## src/include/tpudc_pkg.sv

```systemverilog
/*
  Package for the two-phase up/down counter channel: register map,
  field positions, reset values, timing counts and the carrier structs.
  Assumes a 32-bit AXI4-Lite register bus and a 100 MHz system clock.
*/
package tpudc_pkg;

  // Register byte addresses (one aligned word each)
  // Status offset is word aligned, so it is kept as a word index
  localparam logic [31:0] TPUDC_IDX_STATUS = 32'hffff_f167;
  // Its byte address is four times the index, cut to the bus width
  localparam logic [11:0] TPUDC_ADDR_STATUS = 12'(TPUDC_IDX_STATUS << 2);
  localparam logic [11:0] TPUDC_ADDR_RUN = 12'h100;
  localparam logic [11:0] TPUDC_ADDR_COUNT = 12'h104;
  localparam logic [11:0] TPUDC_ADDR_CTRL = 12'h108;
  localparam logic [11:0] TPUDC_ADDR_CAPTURE = 12'h10c;

  // Run register fields
  localparam int TPUDC_RUN_BIT = 0;
  localparam int TPUDC_PRUN_BIT = 2;
  localparam int TPUDC_IDLE_BIT = 3;
  localparam int TPUDC_UDCE_BIT = 4;
  localparam int TPUDC_SCK_BIT = 5;
  localparam int TPUDC_RDE_BIT = 7;
  localparam logic [7:0] TPUDC_RUN_WMASK = 8'hbd;
  localparam logic [7:0] TPUDC_RUN_RESET = 8'h00;

  // Status register fields
  localparam int TPUDC_ST_OVF_BIT = 2;
  localparam int TPUDC_ST_UDF_BIT = 3;
  localparam int TPUDC_ST_CNT_BIT = 4;
  localparam logic [7:0] TPUDC_ST_RESET = 8'h00;

  // Control register fields (software capture, capture select, clock source)
  localparam int TPUDC_CTL_SWCAP_BIT = 0;
  localparam int TPUDC_CTL_EXTCAP_BIT = 1;
  localparam int TPUDC_CTL_CLK_LSB = 2;
  localparam logic [1:0] TPUDC_CLK_OFF = 2'h0;

  // Counter values
  localparam logic [15:0] TPUDC_CNT_INIT = 16'h7fff;
  localparam logic [15:0] TPUDC_CNT_MAX = 16'hffff;
  localparam logic [15:0] TPUDC_CNT_ZERO = 16'h0000;

  // Sample strobe: system clock divided by two
  localparam int TPUDC_SAMPLE_DIV = 2;

  // AXI responses
  localparam logic [1:0] TPUDC_RESP_OKAY = 2'h0;
  localparam logic [1:0] TPUDC_RESP_SLVERR = 2'h2;

  // One counter step as reported by the phase decoder
  typedef struct packed {
    logic inc;
    logic dec;
  } tpudc_step_s;

  // Sticky status flags
  typedef struct packed {
    logic cnt;
    logic udf;
    logic ovf;
  } tpudc_flags_s;

endpackage

```

## src/hw/tpudc_phase_dec.sv

```systemverilog
/*
  Phase decoder: compares the held phase pair with the new sample and
  reports one increment or decrement per valid quadrature transition.
  Assumes the phase inputs are synchronous to clock and that the caller
  supplies a sample strobe and a hold signal for the stop state.
*/
`timescale 1ns/1ps
module tpudc_phase_dec (
  input wire logic clock,
  input wire logic rst_b,
  input wire logic sample_en,
  input wire logic hold,
  input wire logic phase_a,
  input wire logic phase_b,
  output tpudc_pkg::tpudc_step_s step,
  output tpudc_pkg::tpudc_step_s step_now
);

  logic [1:0] held_r; // Last accepted phase pair {a,b}
  logic [1:0] held_nxt;
  tpudc_pkg::tpudc_step_s step_r; // Registered step
  tpudc_pkg::tpudc_step_s step_nxt;

  // Gray order 00-10-11-01 counts up when phase a leads
  function automatic tpudc_pkg::tpudc_step_s decode(input logic [1:0] old_p,
                                                    input logic [1:0] new_p);
    tpudc_pkg::tpudc_step_s s;
    s = '0;
    case ({old_p, new_p})
      4'b0010, 4'b1011, 4'b1101, 4'b0100: s.inc = 1'b1;
      4'b0001, 4'b0111, 4'b1110, 4'b1000: s.dec = 1'b1;
      default: s = '0;
    endcase
    return s;
  endfunction

  // Combinational step and held state; in hold the state is frozen
  always_comb begin
    held_nxt = held_r;
    step_nxt = '0;
    if (sample_en && !hold) begin
      step_nxt = decode(held_r, {phase_a, phase_b});
      held_nxt = {phase_a, phase_b};
    end
  end

  // Wake detection looks at live pins against the frozen state
  assign step_now = decode(held_r, {phase_a, phase_b});

  always_ff @(posedge clock or negedge rst_b) begin
    if (!rst_b) begin
      held_r <= 2'h0;
      step_r <= '0;
    end else begin
      held_r <= held_nxt;
      step_r <= step_nxt;
    end
  end

  assign step = step_r;

endmodule // tpudc_phase_dec

```

## src/hw/tpudc_top.sv

```systemverilog
/*
  Two-phase up/down counter channel with an AXI4-Lite register slave.
  Assumes phase inputs synchronous to clock, toggling no faster than
  fsys/16, and a stop request from the clock controller.
*/
`timescale 1ns/1ps

// Overview of operation
// - Two-phase mode counts up and down
// - Register selects capture inputs or counter
// - Every up/down count pulses the count interrupt
// - Enabling two-phase while running loads 0x7FFF
// - Up past maximum wraps to 0x0000
// - Down past zero wraps to 0xFFFF
// - Overflow bit2, underflow bit3, count bit4
// - Status read returns flags and clears
// - Up/down mode: software capture only
// - Up/down mode disables comparator
// - Sample select bit5 means fsys/2
// - Enable 0 normal timer, 1 up/down
// - Stop state holds up/down counter and inputs
// - Stopped transition raises wake interrupt
// - After warm-up, held state may count once
module tpudc_top (
  input wire logic clock,
  input wire logic rst_b,
  input wire logic phase_a_input,
  input wire logic phase_b_input,
  input wire logic stop_mode,
  input wire logic [15:0] compare_value,
  input wire logic [11:0] s_axi_awaddr,
  input wire logic s_axi_awvalid,
  output logic s_axi_awready,
  input wire logic [31:0] s_axi_wdata,
  input wire logic [3:0] s_axi_wstrb,
  input wire logic s_axi_wvalid,
  output logic s_axi_wready,
  output logic [1:0] s_axi_bresp,
  output logic s_axi_bvalid,
  input wire logic s_axi_bready,
  input wire logic [11:0] s_axi_araddr,
  input wire logic s_axi_arvalid,
  output logic s_axi_arready,
  output logic [31:0] s_axi_rdata,
  output logic [1:0] s_axi_rresp,
  output logic s_axi_rvalid,
  input wire logic s_axi_rready,
  output logic count_interrupt,
  output logic wake_interrupt_a,
  output logic wake_interrupt_b,
  output logic compare_match,
  output logic capture_pulse
);

  // Bus handshake state
  typedef enum logic [2:0] {
    TPUDC_W_IDLE = 3'b001,
    TPUDC_W_HAVE = 3'b010,
    TPUDC_W_RESP = 3'b100
  } tpudc_wst_e;

  tpudc_wst_e wst_r, wst_nxt; // Write channel state
  logic aw_got_r, aw_got_nxt; // Address taken
  logic w_got_r, w_got_nxt; // Data taken
  logic [11:0] awaddr_r, awaddr_nxt;
  logic [31:0] wdata_r, wdata_nxt;
  logic [3:0] wstrb_r, wstrb_nxt;
  logic [1:0] bresp_r, bresp_nxt;
  logic rvalid_r, rvalid_nxt;
  logic [31:0] rdata_r, rdata_nxt;
  logic [1:0] rresp_r, rresp_nxt;

  // Channel state
  logic [7:0] run_r, run_nxt; // Run control register
  logic [7:0] ctl_r, ctl_nxt; // Capture/clock-source control
  logic [15:0] cnt_r, cnt_nxt; // 16-bit counter
  logic [15:0] cap_r, cap_nxt; // Capture register
  tpudc_pkg::tpudc_flags_s flg_r, flg_nxt; // Sticky status
  logic cint_r, cint_nxt;
  logic wka_r, wka_nxt;
  logic wkb_r, wkb_nxt;
  logic cmp_r, cmp_nxt;
  logic capp_r, capp_nxt;
  logic div_r, div_nxt; // fsys/2 sample strobe
  logic pha_r, pha_nxt; // Previous phase a for capture edge
  logic udce_d_r; // Enable bit delayed, to see its rising edge

  logic wr_fire;
  logic rd_fire;
  logic ud_mode;
  logic running;
  tpudc_pkg::tpudc_step_s step;
  tpudc_pkg::tpudc_step_s step_now;

  // Register select helper, used by both read and write paths
  function automatic logic is_addr(input logic [11:0] a, input logic [11:0] r);
    return a[11:2] == r[11:2];
  endfunction

  assign running = run_r[tpudc_pkg::TPUDC_RUN_BIT];
  assign ud_mode = running && run_r[tpudc_pkg::TPUDC_UDCE_BIT];

  // Sampling strobe only runs when fsys/2 is selected; 0 is prohibited
  assign div_nxt = run_r[tpudc_pkg::TPUDC_SCK_BIT] ? ~div_r : 1'b0;

  tpudc_phase_dec u_dec (
    .clock(clock),
    .rst_b(rst_b),
    .sample_en(div_r && ud_mode),
    .hold(stop_mode),
    .phase_a(phase_a_input),
    .phase_b(phase_b_input),
    .step(step),
    .step_now(step_now)
  );

  // Write channel: address and data taken in either order
  always_comb begin
    wst_nxt = wst_r;
    aw_got_nxt = aw_got_r;
    w_got_nxt = w_got_r;
    awaddr_nxt = awaddr_r;
    wdata_nxt = wdata_r;
    wstrb_nxt = wstrb_r;
    bresp_nxt = bresp_r;
    wr_fire = 1'b0;
    case (wst_r)
      TPUDC_W_IDLE, TPUDC_W_HAVE: begin
        if (s_axi_awvalid && !aw_got_r) begin
          aw_got_nxt = 1'b1;
          awaddr_nxt = s_axi_awaddr;
        end
        if (s_axi_wvalid && !w_got_r) begin
          w_got_nxt = 1'b1;
          wdata_nxt = s_axi_wdata;
          wstrb_nxt = s_axi_wstrb;
        end
        wst_nxt = TPUDC_W_HAVE;
        if (aw_got_r && w_got_r) begin
          wr_fire = 1'b1;
          aw_got_nxt = 1'b0;
          w_got_nxt = 1'b0;
          bresp_nxt = (is_addr(awaddr_r, tpudc_pkg::TPUDC_ADDR_RUN) ||
                       is_addr(awaddr_r, tpudc_pkg::TPUDC_ADDR_CTRL)) ?
                      tpudc_pkg::TPUDC_RESP_OKAY : tpudc_pkg::TPUDC_RESP_SLVERR;
          wst_nxt = TPUDC_W_RESP;
        end
      end
      TPUDC_W_RESP: begin
        if (s_axi_bready) begin
          wst_nxt = TPUDC_W_IDLE;
        end
      end
      default: wst_nxt = TPUDC_W_IDLE;
    endcase
  end

  // Read channel: one read in flight, answer one cycle after address
  always_comb begin
    rvalid_nxt = rvalid_r;
    rdata_nxt = rdata_r;
    rresp_nxt = rresp_r;
    rd_fire = 1'b0;
    if (rvalid_r) begin
      if (s_axi_rready) begin
        rvalid_nxt = 1'b0;
      end
    end else if (s_axi_arvalid) begin
      rvalid_nxt = 1'b1;
      rresp_nxt = tpudc_pkg::TPUDC_RESP_OKAY;
      rdata_nxt = 32'h0000_0000;
      if (is_addr(s_axi_araddr, tpudc_pkg::TPUDC_ADDR_STATUS)) begin
        rd_fire = 1'b1;
        rdata_nxt[7:0] = {3'h0, flg_r.cnt, flg_r.udf, flg_r.ovf, 2'h0};
      end else if (is_addr(s_axi_araddr, tpudc_pkg::TPUDC_ADDR_RUN)) begin
        rdata_nxt[7:0] = run_r;
      end else if (is_addr(s_axi_araddr, tpudc_pkg::TPUDC_ADDR_COUNT)) begin
        rdata_nxt[15:0] = cnt_r;
      end else if (is_addr(s_axi_araddr, tpudc_pkg::TPUDC_ADDR_CTRL)) begin
        rdata_nxt[7:0] = ctl_r;
      end else if (is_addr(s_axi_araddr, tpudc_pkg::TPUDC_ADDR_CAPTURE)) begin
        rdata_nxt[15:0] = cap_r;
      end else begin
        rresp_nxt = tpudc_pkg::TPUDC_RESP_SLVERR;
      end
    end
  end

  // Registers, counter, flags and event outputs
  always_comb begin
    run_nxt = run_r;
    ctl_nxt = ctl_r;
    cnt_nxt = cnt_r;
    cap_nxt = cap_r;
    flg_nxt = flg_r;
    cint_nxt = 1'b0;
    wka_nxt = 1'b0;
    wkb_nxt = 1'b0;
    cmp_nxt = 1'b0;
    capp_nxt = 1'b0;
    pha_nxt = phase_a_input;
    ctl_nxt[tpudc_pkg::TPUDC_CTL_SWCAP_BIT] = 1'b0; // Self-clearing trigger
    if (wr_fire && wstrb_r[0]) begin
      if (is_addr(awaddr_r, tpudc_pkg::TPUDC_ADDR_RUN)) begin
        run_nxt = wdata_r[7:0] & tpudc_pkg::TPUDC_RUN_WMASK;
      end
      if (is_addr(awaddr_r, tpudc_pkg::TPUDC_ADDR_CTRL)) begin
        ctl_nxt = wdata_r[7:0];
      end
    end
    // Flags clear on status read; a same-cycle event still sets them
    if (rd_fire) begin
      flg_nxt = '0;
    end
    if (!running) begin
      cnt_nxt = tpudc_pkg::TPUDC_CNT_ZERO;
    end else if (run_r[tpudc_pkg::TPUDC_UDCE_BIT] && !udce_d_r) begin
      cnt_nxt = tpudc_pkg::TPUDC_CNT_INIT;
    end else if (ud_mode) begin
      // Stop state freezes the count; step is idle in hold
      if (step.inc) begin
        cnt_nxt = cnt_r + 16'h0001;
        flg_nxt.cnt = 1'b1;
        cint_nxt = 1'b1;
        if (cnt_r == tpudc_pkg::TPUDC_CNT_MAX) begin
          flg_nxt.ovf = 1'b1;
        end
      end else if (step.dec) begin
        cnt_nxt = cnt_r - 16'h0001;
        flg_nxt.cnt = 1'b1;
        cint_nxt = 1'b1;
        if (cnt_r == tpudc_pkg::TPUDC_CNT_ZERO) begin
          flg_nxt.udf = 1'b1;
        end
      end
    end else if (run_r[tpudc_pkg::TPUDC_PRUN_BIT]) begin
      // Normal timer: plain up-count when the prescaler feed runs
      cnt_nxt = cnt_r + 16'h0001;
      cmp_nxt = (cnt_r == compare_value);
    end
    // Stopped: a valid transition on the pins requests wake-up
    if (stop_mode && ud_mode) begin
      wka_nxt = step_now.inc;
      wkb_nxt = step_now.dec;
    end
    // Capture: external edge only outside up/down mode
    if (ctl_r[tpudc_pkg::TPUDC_CTL_SWCAP_BIT] ||
        (!ud_mode && ctl_r[tpudc_pkg::TPUDC_CTL_EXTCAP_BIT] &&
         phase_a_input && !pha_r)) begin
      cap_nxt = cnt_r;
      capp_nxt = 1'b1;
    end
  end

  // State registers
  always_ff @(posedge clock or negedge rst_b) begin
    if (!rst_b) begin
      wst_r <= TPUDC_W_IDLE;
      aw_got_r <= 1'b0;
      w_got_r <= 1'b0;
      awaddr_r <= 12'h000;
      wdata_r <= 32'h0000_0000;
      wstrb_r <= 4'h0;
      bresp_r <= 2'h0;
      rvalid_r <= 1'b0;
      rdata_r <= 32'h0000_0000;
      rresp_r <= 2'h0;
      run_r <= tpudc_pkg::TPUDC_RUN_RESET;
      ctl_r <= 8'h00;
      cnt_r <= 16'h0000;
      cap_r <= 16'h0000;
      flg_r <= '0;
      cint_r <= 1'b0;
      wka_r <= 1'b0;
      wkb_r <= 1'b0;
      cmp_r <= 1'b0;
      capp_r <= 1'b0;
      div_r <= 1'b0;
      pha_r <= 1'b0;
      udce_d_r <= 1'b0;
    end else begin
      wst_r <= wst_nxt;
      aw_got_r <= aw_got_nxt;
      w_got_r <= w_got_nxt;
      awaddr_r <= awaddr_nxt;
      wdata_r <= wdata_nxt;
      wstrb_r <= wstrb_nxt;
      bresp_r <= bresp_nxt;
      rvalid_r <= rvalid_nxt;
      rdata_r <= rdata_nxt;
      rresp_r <= rresp_nxt;
      run_r <= run_nxt;
      ctl_r <= ctl_nxt;
      cnt_r <= cnt_nxt;
      cap_r <= cap_nxt;
      flg_r <= flg_nxt;
      cint_r <= cint_nxt;
      wka_r <= wka_nxt;
      wkb_r <= wkb_nxt;
      cmp_r <= cmp_nxt;
      capp_r <= capp_nxt;
      div_r <= div_nxt;
      pha_r <= pha_nxt;
      // Only the enable bit itself reloads; a run restart keeps the cleared count
      udce_d_r <= run_r[tpudc_pkg::TPUDC_UDCE_BIT];
    end
  end

  // Bus outputs all come from flip-flops
  always_ff @(posedge clock or negedge rst_b) begin
    if (!rst_b) begin
      s_axi_awready <= 1'b0;
      s_axi_wready <= 1'b0;
      s_axi_arready <= 1'b0;
    end else begin
      s_axi_awready <= (wst_nxt != TPUDC_W_RESP) && !aw_got_nxt;
      s_axi_wready <= (wst_nxt != TPUDC_W_RESP) && !w_got_nxt;
      s_axi_arready <= !rvalid_nxt;
    end
  end

  assign s_axi_bvalid = wst_r[2]; // One-hot response state bit, straight from its flop
  assign s_axi_bresp = bresp_r;
  assign s_axi_rvalid = rvalid_r;
  assign s_axi_rdata = rdata_r;
  assign s_axi_rresp = rresp_r;
  assign count_interrupt = cint_r;
  assign wake_interrupt_a = wka_r;
  assign wake_interrupt_b = wkb_r;
  assign compare_match = cmp_r;
  assign capture_pulse = capp_r;

endmodule // tpudc_top

```

## config.mk

```make
export PLATFORM = sky130hd
export DESIGN_NAME = tpudc_top
export DESIGN_NICKNAME = d
export VERILOG_FILES = /design/src/include/tpudc_pkg.sv /design/src/hw/tpudc_phase_dec.sv /design/src/hw/tpudc_top.sv
export SDC_FILE = /design/constraint.sdc
export NUM_CORES = 1
export LEC_CHECK = 0
export BUFFER_PORTS_ARGS = -buffer_cell sky130_fd_sc_hd__buf_2
export CORE_MARGIN = 2
export CORE_UTILIZATION = 54
export CTS_CLUSTER_SIZE = 28
export DETAILED_ROUTE_END_ITERATION = 6
export PLACE_DENSITY = 0.85
export REMOVE_ABC_BUFFERS = 1
export SLEW_MARGIN = 20
export SYNTH_ARGS = -nofsm -noshare
export SYNTH_HDL_FRONTEND = slang
export SYNTH_HIERARCHICAL = 1
export SYNTH_SLANG_ARGS = --single-unit
```

## constraint.sdc

```tcl
create_clock -name clock -period 2.9 [get_ports clock]
set_input_delay 0.58 -clock clock [delete_from_list [all_inputs] [get_ports clock]]
set_output_delay 0.58 -clock clock [all_outputs]
set_load 0.1 [all_outputs]
```

* Yosys cells after proc, flatten, opt, wreduce, memory -nomap -nowiden *
Index checks and enable logic that the tools add are counted.

storage, ports and cells
  flip-flop bits (word level) = 111
  input port bits = 86

operators by class
  $add $sub $neg = 2
  equality and inequality tests = 23
  muxes and demuxes = 65
  bitwise operators = 2
  reductions and logical operators = 36

operator list
  operator               count
  $mux 16                8
  $eq 10x7->1 const B    6
  $mux 8                 6
  $mux 1                 36
  $mux 3                 6
  $add 16x1->16 const B  1
  $eq 16x16->1           1
  $eq 16x16->1 const B   1
  $eq 4x4->1 const B     4
  $logic_not 16->1       1
  $mux 2                 8
  $sub 16x1->16 const B  1
  $logic_and 1x1->1      14
  $reduce_and 2->1       7
  $eq 10x9->1 const B    1
  $logic_not 1->1        9
  $eq 4x3->1 const B     2
  $reduce_or 4->1        2
  $pmux 3 s2             1
  $ne 5x2->1 const B     1
  $eq 4x1->1 const B     1
  $eq 4x2->1 const B     1
  $ne 4x1->1 const B     1
  $eq 3x1->1 const B     1
  6 further kinds        8

* Longest topological paths before layout *
Gate-level depths: netlist (run 1).

  depth in word-level cells = 11
  gate-level depth with buffers = 7

* Hierarchy *
Netlist (run 1), hierarchy kept.

modules (own cells, without submodules)
  module           times used  cells an instance  area an instance (µm²)  seq. area each (µm²)
  tpudc_top        1           472                5196.2                  2578.7
  tpudc_phase_dec  1           15                 206.4                   100.1

* Least setup slack after synthesis (run 1) *
Ideal clock, no wire load.

  path type = register -> register
  from = register wst_r[2]
  to = register run_r[0]
  arrival time = 2.178 ns
  data required time = 2.775 ns
  path slack = 0.597 ns
  cell stages (with the launch flop) = 5
  path buffers = 0
  clock period less this slack = 2.303 ns
  path through = dfrtp_1 -> nor3_1 -> nand3_1 -> nor2_1 -> mux2_2

on the way
  word-level cells in the longest chain between the ends = 5
  elaborated cells between the ends (all ways) = 6
  classes of those cells = 2 x eq/ne; 1 x mux; 3 x reduce/logical

RTL lines
  element                                   line              text
  start: declaration                        tpudc_top.sv:62   tpudc_wst_e wst_r, wst_nxt;
  start signal: assignment                  tpudc_top.sv:282  wst_r <= wst_nxt;
  $eq 3x1->1 or $eq 3x2->1 (tied branches)  tpudc_top.sv:127  case (wst_r)
  $reduce_or 2->1 *                         tpudc_top.sv:127
  $mux 1 *                                  tpudc_top.sv:127
  $logic_and 1x1->1 *                       tpudc_top.sv:203  if (wr_fire && wstrb_r[0]) begin
  $reduce_and 2->1 (no source line) *       -
  end signal: assignment                    tpudc_top.sv:268  run_r <= tpudc_pkg::TPUDC_RUN_RESET;
  end signal: assignment                    tpudc_top.sv:292  run_r <= run_nxt;
  end: declaration                          tpudc_top.sv:74   logic [7:0] run_r, run_nxt;

Mark *: on every way between the ends. The rest lies on a longest branch, timed or not.
A chain may end at the register's enable or synchronous reset.

* Worst setup path in the final report (run 1) *
  from = register awaddr_r[7]
  to = register run_r[4]

on the way
  word-level cells in the longest chain between the ends = 2

RTL lines
  element                            line              text
  start: declaration                 tpudc_top.sv:65   logic [11:0] awaddr_r, awaddr_nxt;
  start signal: assignment           tpudc_top.sv:285  awaddr_r <= awaddr_nxt;
  $eq 10x7->1                        tpudc_top.sv:97   return a[11:2] == r[11:2];
  $reduce_and 2->1 (no source line)  -

No other way between the ends.

==> impl_results.md, run 1 <==
- Result of the run: complete, no violations
- Pin count of the biggest net entering global routing: 63
- Finished Layout Cells: 699
- Dominant synthesized flop cell: sky130_fd_sc_hd__dfrtp_1
- Number of buffers added by the clock tree synthesis step: 9
- Total power per unit cell area: 601 nW/um^2
- Crit path kind: reg -> reg
- Final cell utilization of the core: between 60% and 70%
- Cell area after technology mapping: approximately 5400 sq um
- DIE AREA: 10800 sq um
- Layout-stage area growth over the synthesis result: 11.2%
- Number of hold buffers added after cts: 0
- Buffers inserted during post-CTS setup optimization: 0
- Chip Height: 104 microns
- Layout cells sized above 1: 31.3%
- Port buffer count: slightly above 80
- Total routed wirelength: between 10000 and 15000 microns
- Static leakage power: between 2 and 3 nW
- Global routing usage summed across all routing layers: around 22%
- Clock net sink count: ~110
- Standard-cell row count: 36
- Number of distinct library cells after synthesis: 69
- Slowest cell on the critical path: sky130_fd_sc_hd__or4b_1
- Ports: between 100 and 150
- Slew at the pin with the worst max-slew slack: ~820 ps
- Post-Place Cells: between 600 and 700
- HPWL after DPL: 8540 microns
- Total global routing overflow: 0
- Number of global-route vias before repair: around 4000
- Kind of capture point of the worst setup path: flop
- H-tree levels: 3
- Buffers from clock root to sink, at most: 2
- Category of the worst setup path launch point: flop
- CTS tree: done
- WL per Instance: 16.7 microns
- Leading cell type in the layout, fill and taps excluded: sky130_fd_sc_hd__dfrtp_1
- Cell-by-cell listing of the critical path: or4b_1 -> nor4_4 -> nand3_1 -> nor2_1 -> mux2_2
- Final hold viol count: 0
- Setup TNS: 0 ps
- Seq/Total Area, Yosys: roughly half
- Final estimated routing congestion in global placement: roughly 0.91
- Via Count: between 4000 and 5000
- Mapped Avg Cell Area: approximately 11 sq um
- Number of warnings printed during yosys synthesis: 6
- Number of DRC violations after detailed-routing iteration 0: 350
- TritonRoute pass-1 iters: 5
- Number of nets with antenna violations after detailed routing: 0
- Number of cells on the worst reg-to-reg path: 5
- Worst clock skew: 13.3 ps
- Wire length of the first global-routing pass: 19700 microns
- Clock transition at path regs: about 100 ps
- CTS Root Cell: sky130_fd_sc_hd__clkbuf_8
- Max-Slew Margin vs Limit: a little under half
- Async SR Flop Fraction: 100%
- Worst hold path class: in -> async
- Highest attainable clock frequency: about 0.42 GHz
- DRC violation count after routing: 0
- Final worst path period share: roughly four fifths
- Post-Synthesis Cells: a little under 500
- Most frequent cells in the layout: sky130_fd_sc_hd__dfrtp_1, sky130_fd_sc_hd__buf_2, sky130_fd_sc_hd__nand2_1, sky130_fd_sc_hd__mux2_2, sky130_fd_sc_hd__nor2_1
- Count of max-cap constraint violations: 0
- RSZ-0062 raised after global routing: no
- EDFF count, synth: 0
- Via density: a little under 6
- Chip Width: about 100 microns
- Antenna violations before repair: 0
- Number of gates given a new drive strength after cts: 0
- CP Max Fanout: 6
- Worst IR Drop VDD: between 0.4 and 0.5 mV
- Number of max-slew violations in the final report: 0
- Post-layout minimum cycle time: about 2400 ps
- Largest stage delay on the critical path: between 500 and 600 ps
- Area of the core: roughly 10000 sq um
- Worst EP arrival: 2630 ps
- Number of inserted diodes: 0
- Initial Util: between 50% and 60%
- Number of endpoints failing setup at the final stage: 0
- FF+latch count, synth: roughly 110
- Final layout net count: 650
- Worst EP required: between 3000 and 4000 ps
- Clock latency on the worst-skew pair: about 380 ps
## flip-flops by register name, summed over array words and instances, names as in the netlist, 2 cells and up
signal        count
s_axi_rdata      16
cap_r            16
u_dec/step        2
wdata_r           8
ctl_r             8
run_r             6
cnt_r            16
wst_r             3
flg_r             3
u_dec/held_r      2
awaddr_r         10
## cell type report
type                       count  area [sq um]
fill                         800          3720
sequential                   107          2680
multi-input combinational    343          2430
timing repair buffer          93           508
tap                          133           166
clock buffer                  10           128
clock inverter                 5          62.6
inverter                       8          30.0
## report_power, final
group / internal, mW / leakage, nW / switching (mW)
Sequential: 1.70 / 1.42 / 0.137
Clock: 0.400 / 0.0890 / 0.508
Combinational: 0.297 / 1.29 / 0.572
Total: 2.40 / 2.79 / 1.22
## final timing paths
path                                from       end  slack (ps)
setup reg to reg             awaddr_r[7]  run_r[4]         540
hold reg to reg                    div_r     div_r         430
max in group asynchronous          rst_b  wst_r[0]        2100
min in group clock         phase_a_input     pha_r         390
hold / removal                     rst_b  cap_r[9]         110
setup / recovery             awaddr_r[7]  run_r[4]         540
## through the flow
step           hold slack, ps  power (mW)  cell area [sq um]  setup slack (ps)
2_1_floorplan             284        2.50               5140               597
3_3_place_gp              413        2.69               5820               623
3_5_place_dp              421        2.74               5820               570
4_1_cts                   118        3.63               6010               524
5_1_grt                   130        3.79               6010               399
6_report                  107        3.61               6010               538
## kinds of logic (layout without fill, tap and decap cells)
family,Yosys count,count (layout),share of synthesized area [%]
XOR/XNOR,22,22,3.57
AO/OA/AOI/OAI,99,99,12.5
other,1,18,0.0694
flip-flops,107,107,49.6
AND/OR/NAND/NOR,145,145,14.5
buffers and inverters,54,116,6.53
adder cells (fa/ha/maj),2,2,0.463
multiplexers,57,57,12.8
## cells in the mapped netlist, drive strengths merged (2+ instances only)
library cell	instances	area share, %
a21o	2	0.28
or4	2	0.35
o22ai	4	0.46
nand4	8	1.2
inv	8	0.56
nor3	11	1.2
o221ai	4	0.65
nand2b	4	0.60
nor2b	3	0.35
mux4	4	1.7
nor2	26	1.8
xnor2	16	2.6
mux2	49	10
or2	2	0.23
dfrtp	106	49
o21ai	24	2.2
and4	6	1.0
nand3	12	1.1
a311oi	8	1.3
or3	4	0.46
a211o	3	0.49
nand2	47	3.3
a31oi	3	0.35
a32o	2	0.37
xor2	6	0.97
o21bai	3	0.42
o41ai	3	0.49
clkbuf	23	2.5
mux2i	4	0.74
ha	2	0.46
nor4	5	0.86
buf	22	3.3
a22oi	14	1.9
nand3b	2	0.35
and3	6	0.74
and2	3	0.37
a21oi	17	1.6
o211ai	3	0.42
## per-layer routing
layer	wire length [microns]	track usage, %	up-vias	part of all wire, %
met3	759	4.01	29	6.5
met1	4890	28.7	1974	42
li1	-	-	1887	-
met2	5710	37.8	186	49
met4	289	9.17	0	2.5
met5	0	0	-	0
## critical path, delay by kind of cell, from the launching register on
family / cells / cell delay, ps
simple gates: 4 / 1460
mux: 1 / 410
flops: 1 / 390
Note: power is estimated with default switching activity, not from simulation.
==> run 2: changes to the inputs <==
ABC_AREA = 1   (was unset)
CORE_UTILIZATION = 49   (was 54)
PLACE_DENSITY = 0.81   (was 0.85)
clock period = 2.07 ns   (was 2.9 ns; I/O delays follow)
==> run 2 against run 1 <==
  * Hold slack got worse by 80 ps
  * Flip-flop and latch count unchanged
  * Utilization decreased by 4.4 points
  * Setup slack worse by 260 ps
  * Cell area is 8.5% higher
  * Critical path depth rose by 4
  * Combinational power up 51%
  * Routed wire length rose by 14%
  * Cell count up 40%
  * Via count increased by 24%
  * Sequential share of layout area shrank 3.5 points
  * Non-clock buffer count is 5 higher
  * Critical path type unchanged
  * Critical endpoint is now ctl_r[7]
==> impl_results.md, run 2 <==
- Clock latency on the worst-skew pair: 360 ps (was 380 ps)
- Mapped Avg Cell Area: 7.65 sq um (was 11.1 sq um)
- Dominant synthesized flop cell: sky130_fd_sc_hd__dfrtp_1 (unchanged)
- Chip Width: 112 microns (was 104 microns)
- Clock network fraction of design power: 30.8% (was 25.1%)
- CTS tree: done (unchanged)
- Global routing usage summed across all routing layers: 21.9% (was 22.4%)
- Via Count: 5066 (was 4076)
- Number of inserted diodes: 0 (unchanged)
- Buffers inserted during post-CTS setup optimization: 0 (unchanged)
- Post-Synthesis Cells: 741 (was 487)
- Most frequent cells in the layout: sky130_fd_sc_hd__nand2_1, sky130_fd_sc_hd__dfrtp_1, sky130_fd_sc_hd__inv_1, sky130_fd_sc_hd__buf_2, sky130_fd_sc_hd__nor2_1 (was sky130_fd_sc_hd__dfrtp_1, sky130_fd_sc_hd__buf_2, sky130_fd_sc_hd__nand2_1, sky130_fd_sc_hd__mux2_2, sky130_fd_sc_hd__nor2_1)
- Part of the power in combinational logic: 23.5% (was 24.0%)
- Number of warnings printed during yosys synthesis: 6 (unchanged)
- Finished Layout Cells: 976 (was 699)
- Number of global-route vias before repair: 4790 (was 4098)
- Standard cell area after detailed placement: 6220 sq um (was 5820 sq um)
- FF+latch count, synth: 107 (unchanged)
- Internal power summed over all cells: 3.62 mW (was 2.40 mW)
- CP Max Fanout: 13 (was 6)
- Leading cell type in the layout, fill and taps excluded: sky130_fd_sc_hd__nand2_1 (was sky130_fd_sc_hd__dfrtp_1)
- Number of distinct library cells after synthesis: 41 (was 69)
- Worst hold slack: 27.1 ps (was 107 ps)
- Static leakage power: 3.49 nW (was 2.79 nW)
- Number of max-slew violations in the final report: 0 (unchanged)
- Flop pwr share: 45.8% (was 50.8%)
- Ports: 132 (unchanged)
- Antenna violations before repair: 0 (unchanged)
- Most frequent cell after synthesis: sky130_fd_sc_hd__nand2_1 (was sky130_fd_sc_hd__dfrtp_1)
- DRC violation count after routing: 0 (unchanged)
- Number of endpoints failing setup at the final stage: 0 (unchanged)
- CTS Root Cell: sky130_fd_sc_hd__clkbuf_16 (was sky130_fd_sc_hd__clkbuf_8)
- Wire length of the first global-routing pass: 22000 microns (was 19700 microns)
- Cell area after layout: 6520 sq um (was 6010 sq um)
- Total power per unit cell area: 860 nW/um^2 (was 601 nW/um^2)
- Via density: 5.19 (was 5.83)
- Area of the core: 11400 sq um (was 9730 sq um)
- WL per Instance: 13.6 microns (was 16.7 microns)
- Total global routing overflow: 0 (unchanged)
- Post-layout minimum cycle time: 1790 ps (was 2360 ps)
- Initial Util: 49.8% (was 55.5%)
- Final cell utilization of the core: 57.3% (was 61.8%)
- Layout cells sized above 1: 18.6% (was 31.3%)
- Pin count of the biggest net entering global routing: 49 (was 63)
- Slew at the pin with the worst max-slew slack: 508 ps (was 817 ps)
- H-tree levels: 3 (unchanged)
- Share of the synthesized area in the top cell type: 46.8% (was 49.1%)
- Number of nets with antenna violations after detailed routing: 0 (unchanged)
- Cell area after technology mapping: 5670 sq um (was 5400 sq um)
- Chip Height: 112 microns (was 104 microns)
- Standard-cell row count: 39 (was 36)
- Total power: 5.61 mW (was 3.61 mW)
- Final worst path period share: 86.7% (was 81.4%)
- Clock transition at path regs: 80 ps (was 100 ps)
- Highest attainable clock frequency: 0.557 GHz (was 0.423 GHz)
- Count of max-cap constraint violations: 0 (unchanged)
- Category of the worst setup path launch point: flop (unchanged)
- Total routed wirelength: 13200 microns (was 11700 microns)
- Worst EP arrival: 2020 ps (was 2630 ps)
- Layout-stage area growth over the synthesis result: 15.0% (was 11.2%)
- Final setup margin: 276 ps (was 538 ps)
- Worst EP required: 2300 ps (was 3170 ps)
- Max-Slew Margin vs Limit: 66.1% (was 45.3%)
- Final estimated routing congestion in global placement: 0.897 (was 0.915)
- Buffers from clock root to sink, at most: 2 (unchanged)
- Worst clock skew: 8.86 ps (was 13.3 ps)
- Sequential Area: 2680 sq um (unchanged)
- Most area-consuming cells after synthesis: sky130_fd_sc_hd__dfrtp_1, sky130_fd_sc_hd__nand2_1, sky130_fd_sc_hd__o21ai_0 (was sky130_fd_sc_hd__dfrtp_1, sky130_fd_sc_hd__mux2_2, sky130_fd_sc_hd__nand2_1)
- Result of the run: complete, no violations (unchanged)
- Worst IR Drop VDD: 0.874 mV (was 0.482 mV)
- RSZ-0062 raised after global routing: no (unchanged)
- Final layout net count: 916 (was 650)
- Switching part of the total power: 35.4% (was 33.7%)
- Crit path kind: reg -> reg (unchanged)
- Worst hold path class: in -> async (unchanged)
- Top cell type by total area after synthesis: sky130_fd_sc_hd__dfrtp_1 (unchanged)
- Final hold viol count: 0 (unchanged)
- List of most frequent post-synthesis cells: sky130_fd_sc_hd__nand2_1, sky130_fd_sc_hd__dfrtp_1, sky130_fd_sc_hd__inv_1 (was sky130_fd_sc_hd__dfrtp_1, sky130_fd_sc_hd__nand2_1, sky130_fd_sc_hd__mux2_2)
- Switching power summed over all nets: 1.98 mW (was 1.22 mW)
- Number of hold buffers added after cts: 0 (unchanged)
- Setup TNS: 0 ps (unchanged)
- TritonRoute pass-1 iters: 5 (unchanged)
- Port buffer count: 82 (unchanged)
- Clock net sink count: 107 (unchanged)
- Seq/Total Area, Yosys: 47.3% (was 49.6%)
- Kind of capture point of the worst setup path: flop (unchanged)
- Number of cells on the worst reg-to-reg path: 9 (was 5)
- HPWL after DPL: 9740 microns (was 8540 microns)
- DIE AREA: 12400 sq um (was 10800 sq um)
- Number of buffers added by the clock tree synthesis step: 9 (unchanged)
- Async SR Flop Fraction: 100% (unchanged)
- Number of gates given a new drive strength after cts: 0 (unchanged)
- Filler cells: 1069 (was 800)
- EDFF count, synth: 0 (unchanged)
- Pre-CTS setup slack: 200 ps (was 570 ps)
- Number of DRC violations after detailed-routing iteration 0: 384 (was 350)
- Multi-input logic area: 2470 sq um (was 2430 sq um)
- Post-Place Cells: 960 (was 684)
run 2: cell count changes in the layout (fill, tap and decap cells not counted), sizes merged, moves of 8 or more:
| cell | delta |
|---|---|
| nand2 | +155 |
| inv | +86 |
| nor2 | +61 |
| o21ai | +55 |
| mux2 | -42 |
| nand3 | +34 |
| a22oi | -14 |
| xnor2 | -13 |
| a21oi | +10 |
| a311oi | -8 |
run 2: worst paths after layout:
check,from,end,slack (ps)
setup / recovery,wst_r[0],ctl_r[7],280
hold / removal,rst_b,flg_r[0],30
setup reg to reg,wst_r[0],ctl_r[7],280
hold reg to reg,div_r,div_r,430
max in group asynchronous,rst_b,s_axi_bresp[1],1430
min in group clock,phase_a_input,pha_r,240
run 2: critical path, cell delays in order (launching register included):
cell and delay (ps):
sky130_fd_sc_hd__dfstp_2 530, sky130_fd_sc_hd__nor2_1 40, sky130_fd_sc_hd__inv_1 70, sky130_fd_sc_hd__nand3_2 110, sky130_fd_sc_hd__nor2_1 150, sky130_fd_sc_hd__inv_1 110
sky130_fd_sc_hd__nor2_2 130, sky130_fd_sc_hd__nand2_1 260, sky130_fd_sc_hd__nand2_1 160, sky130_fd_sc_hd__o21ai_0 100
run 2: final cells by class:
type                       count  share of cell area [%]
tap                          143                    2.74
sequential                   107                    41.1
clock inverter                 7                    1.19
inverter                      91                    5.24
multi-input combinational    521                    37.9
clock buffer                   9                    3.45
timing repair buffer          98                    8.37
run 2: power by group through the flow:
| stage | Sequential [mW] | Combinational, mW | Clock (mW) |
|---|---|---|---|
| finish | 2.57 | 1.31 | 1.73 |
| floorplan | 2.84 | 0.737 | 0 |
| CTS | 2.57 | 1.32 | 1.75 |
| detailed placement | 2.60 | 1.31 | 0 |
| global placement | 2.59 | 1.28 | 0 |
| global route | 2.60 | 1.45 | 1.83 |
run 2: cells by family after synthesis:
group                      after synthesis  synth area share [%]
other                                    1                0.0662
and+or+nand+nor                        362                  27.6
buffers and inverters                  130                  10.2
adders and majority gates                2                 0.442
xor gates and xnor gates                 5                 0.773
DFF                                    107                  47.3
muxes                                    7                  1.39
AOI/OAI and AO/OA                      127                  12.2
run 2: metal layers:
metal	global-route usage [%]	share of wire [%]	up-vias
li1	-	-	2512
met1	27.8	43	2373
met2	37.5	49	153
met3	4.46	5.9	28
met4	7.65	2.1	0
met5	0	0	-
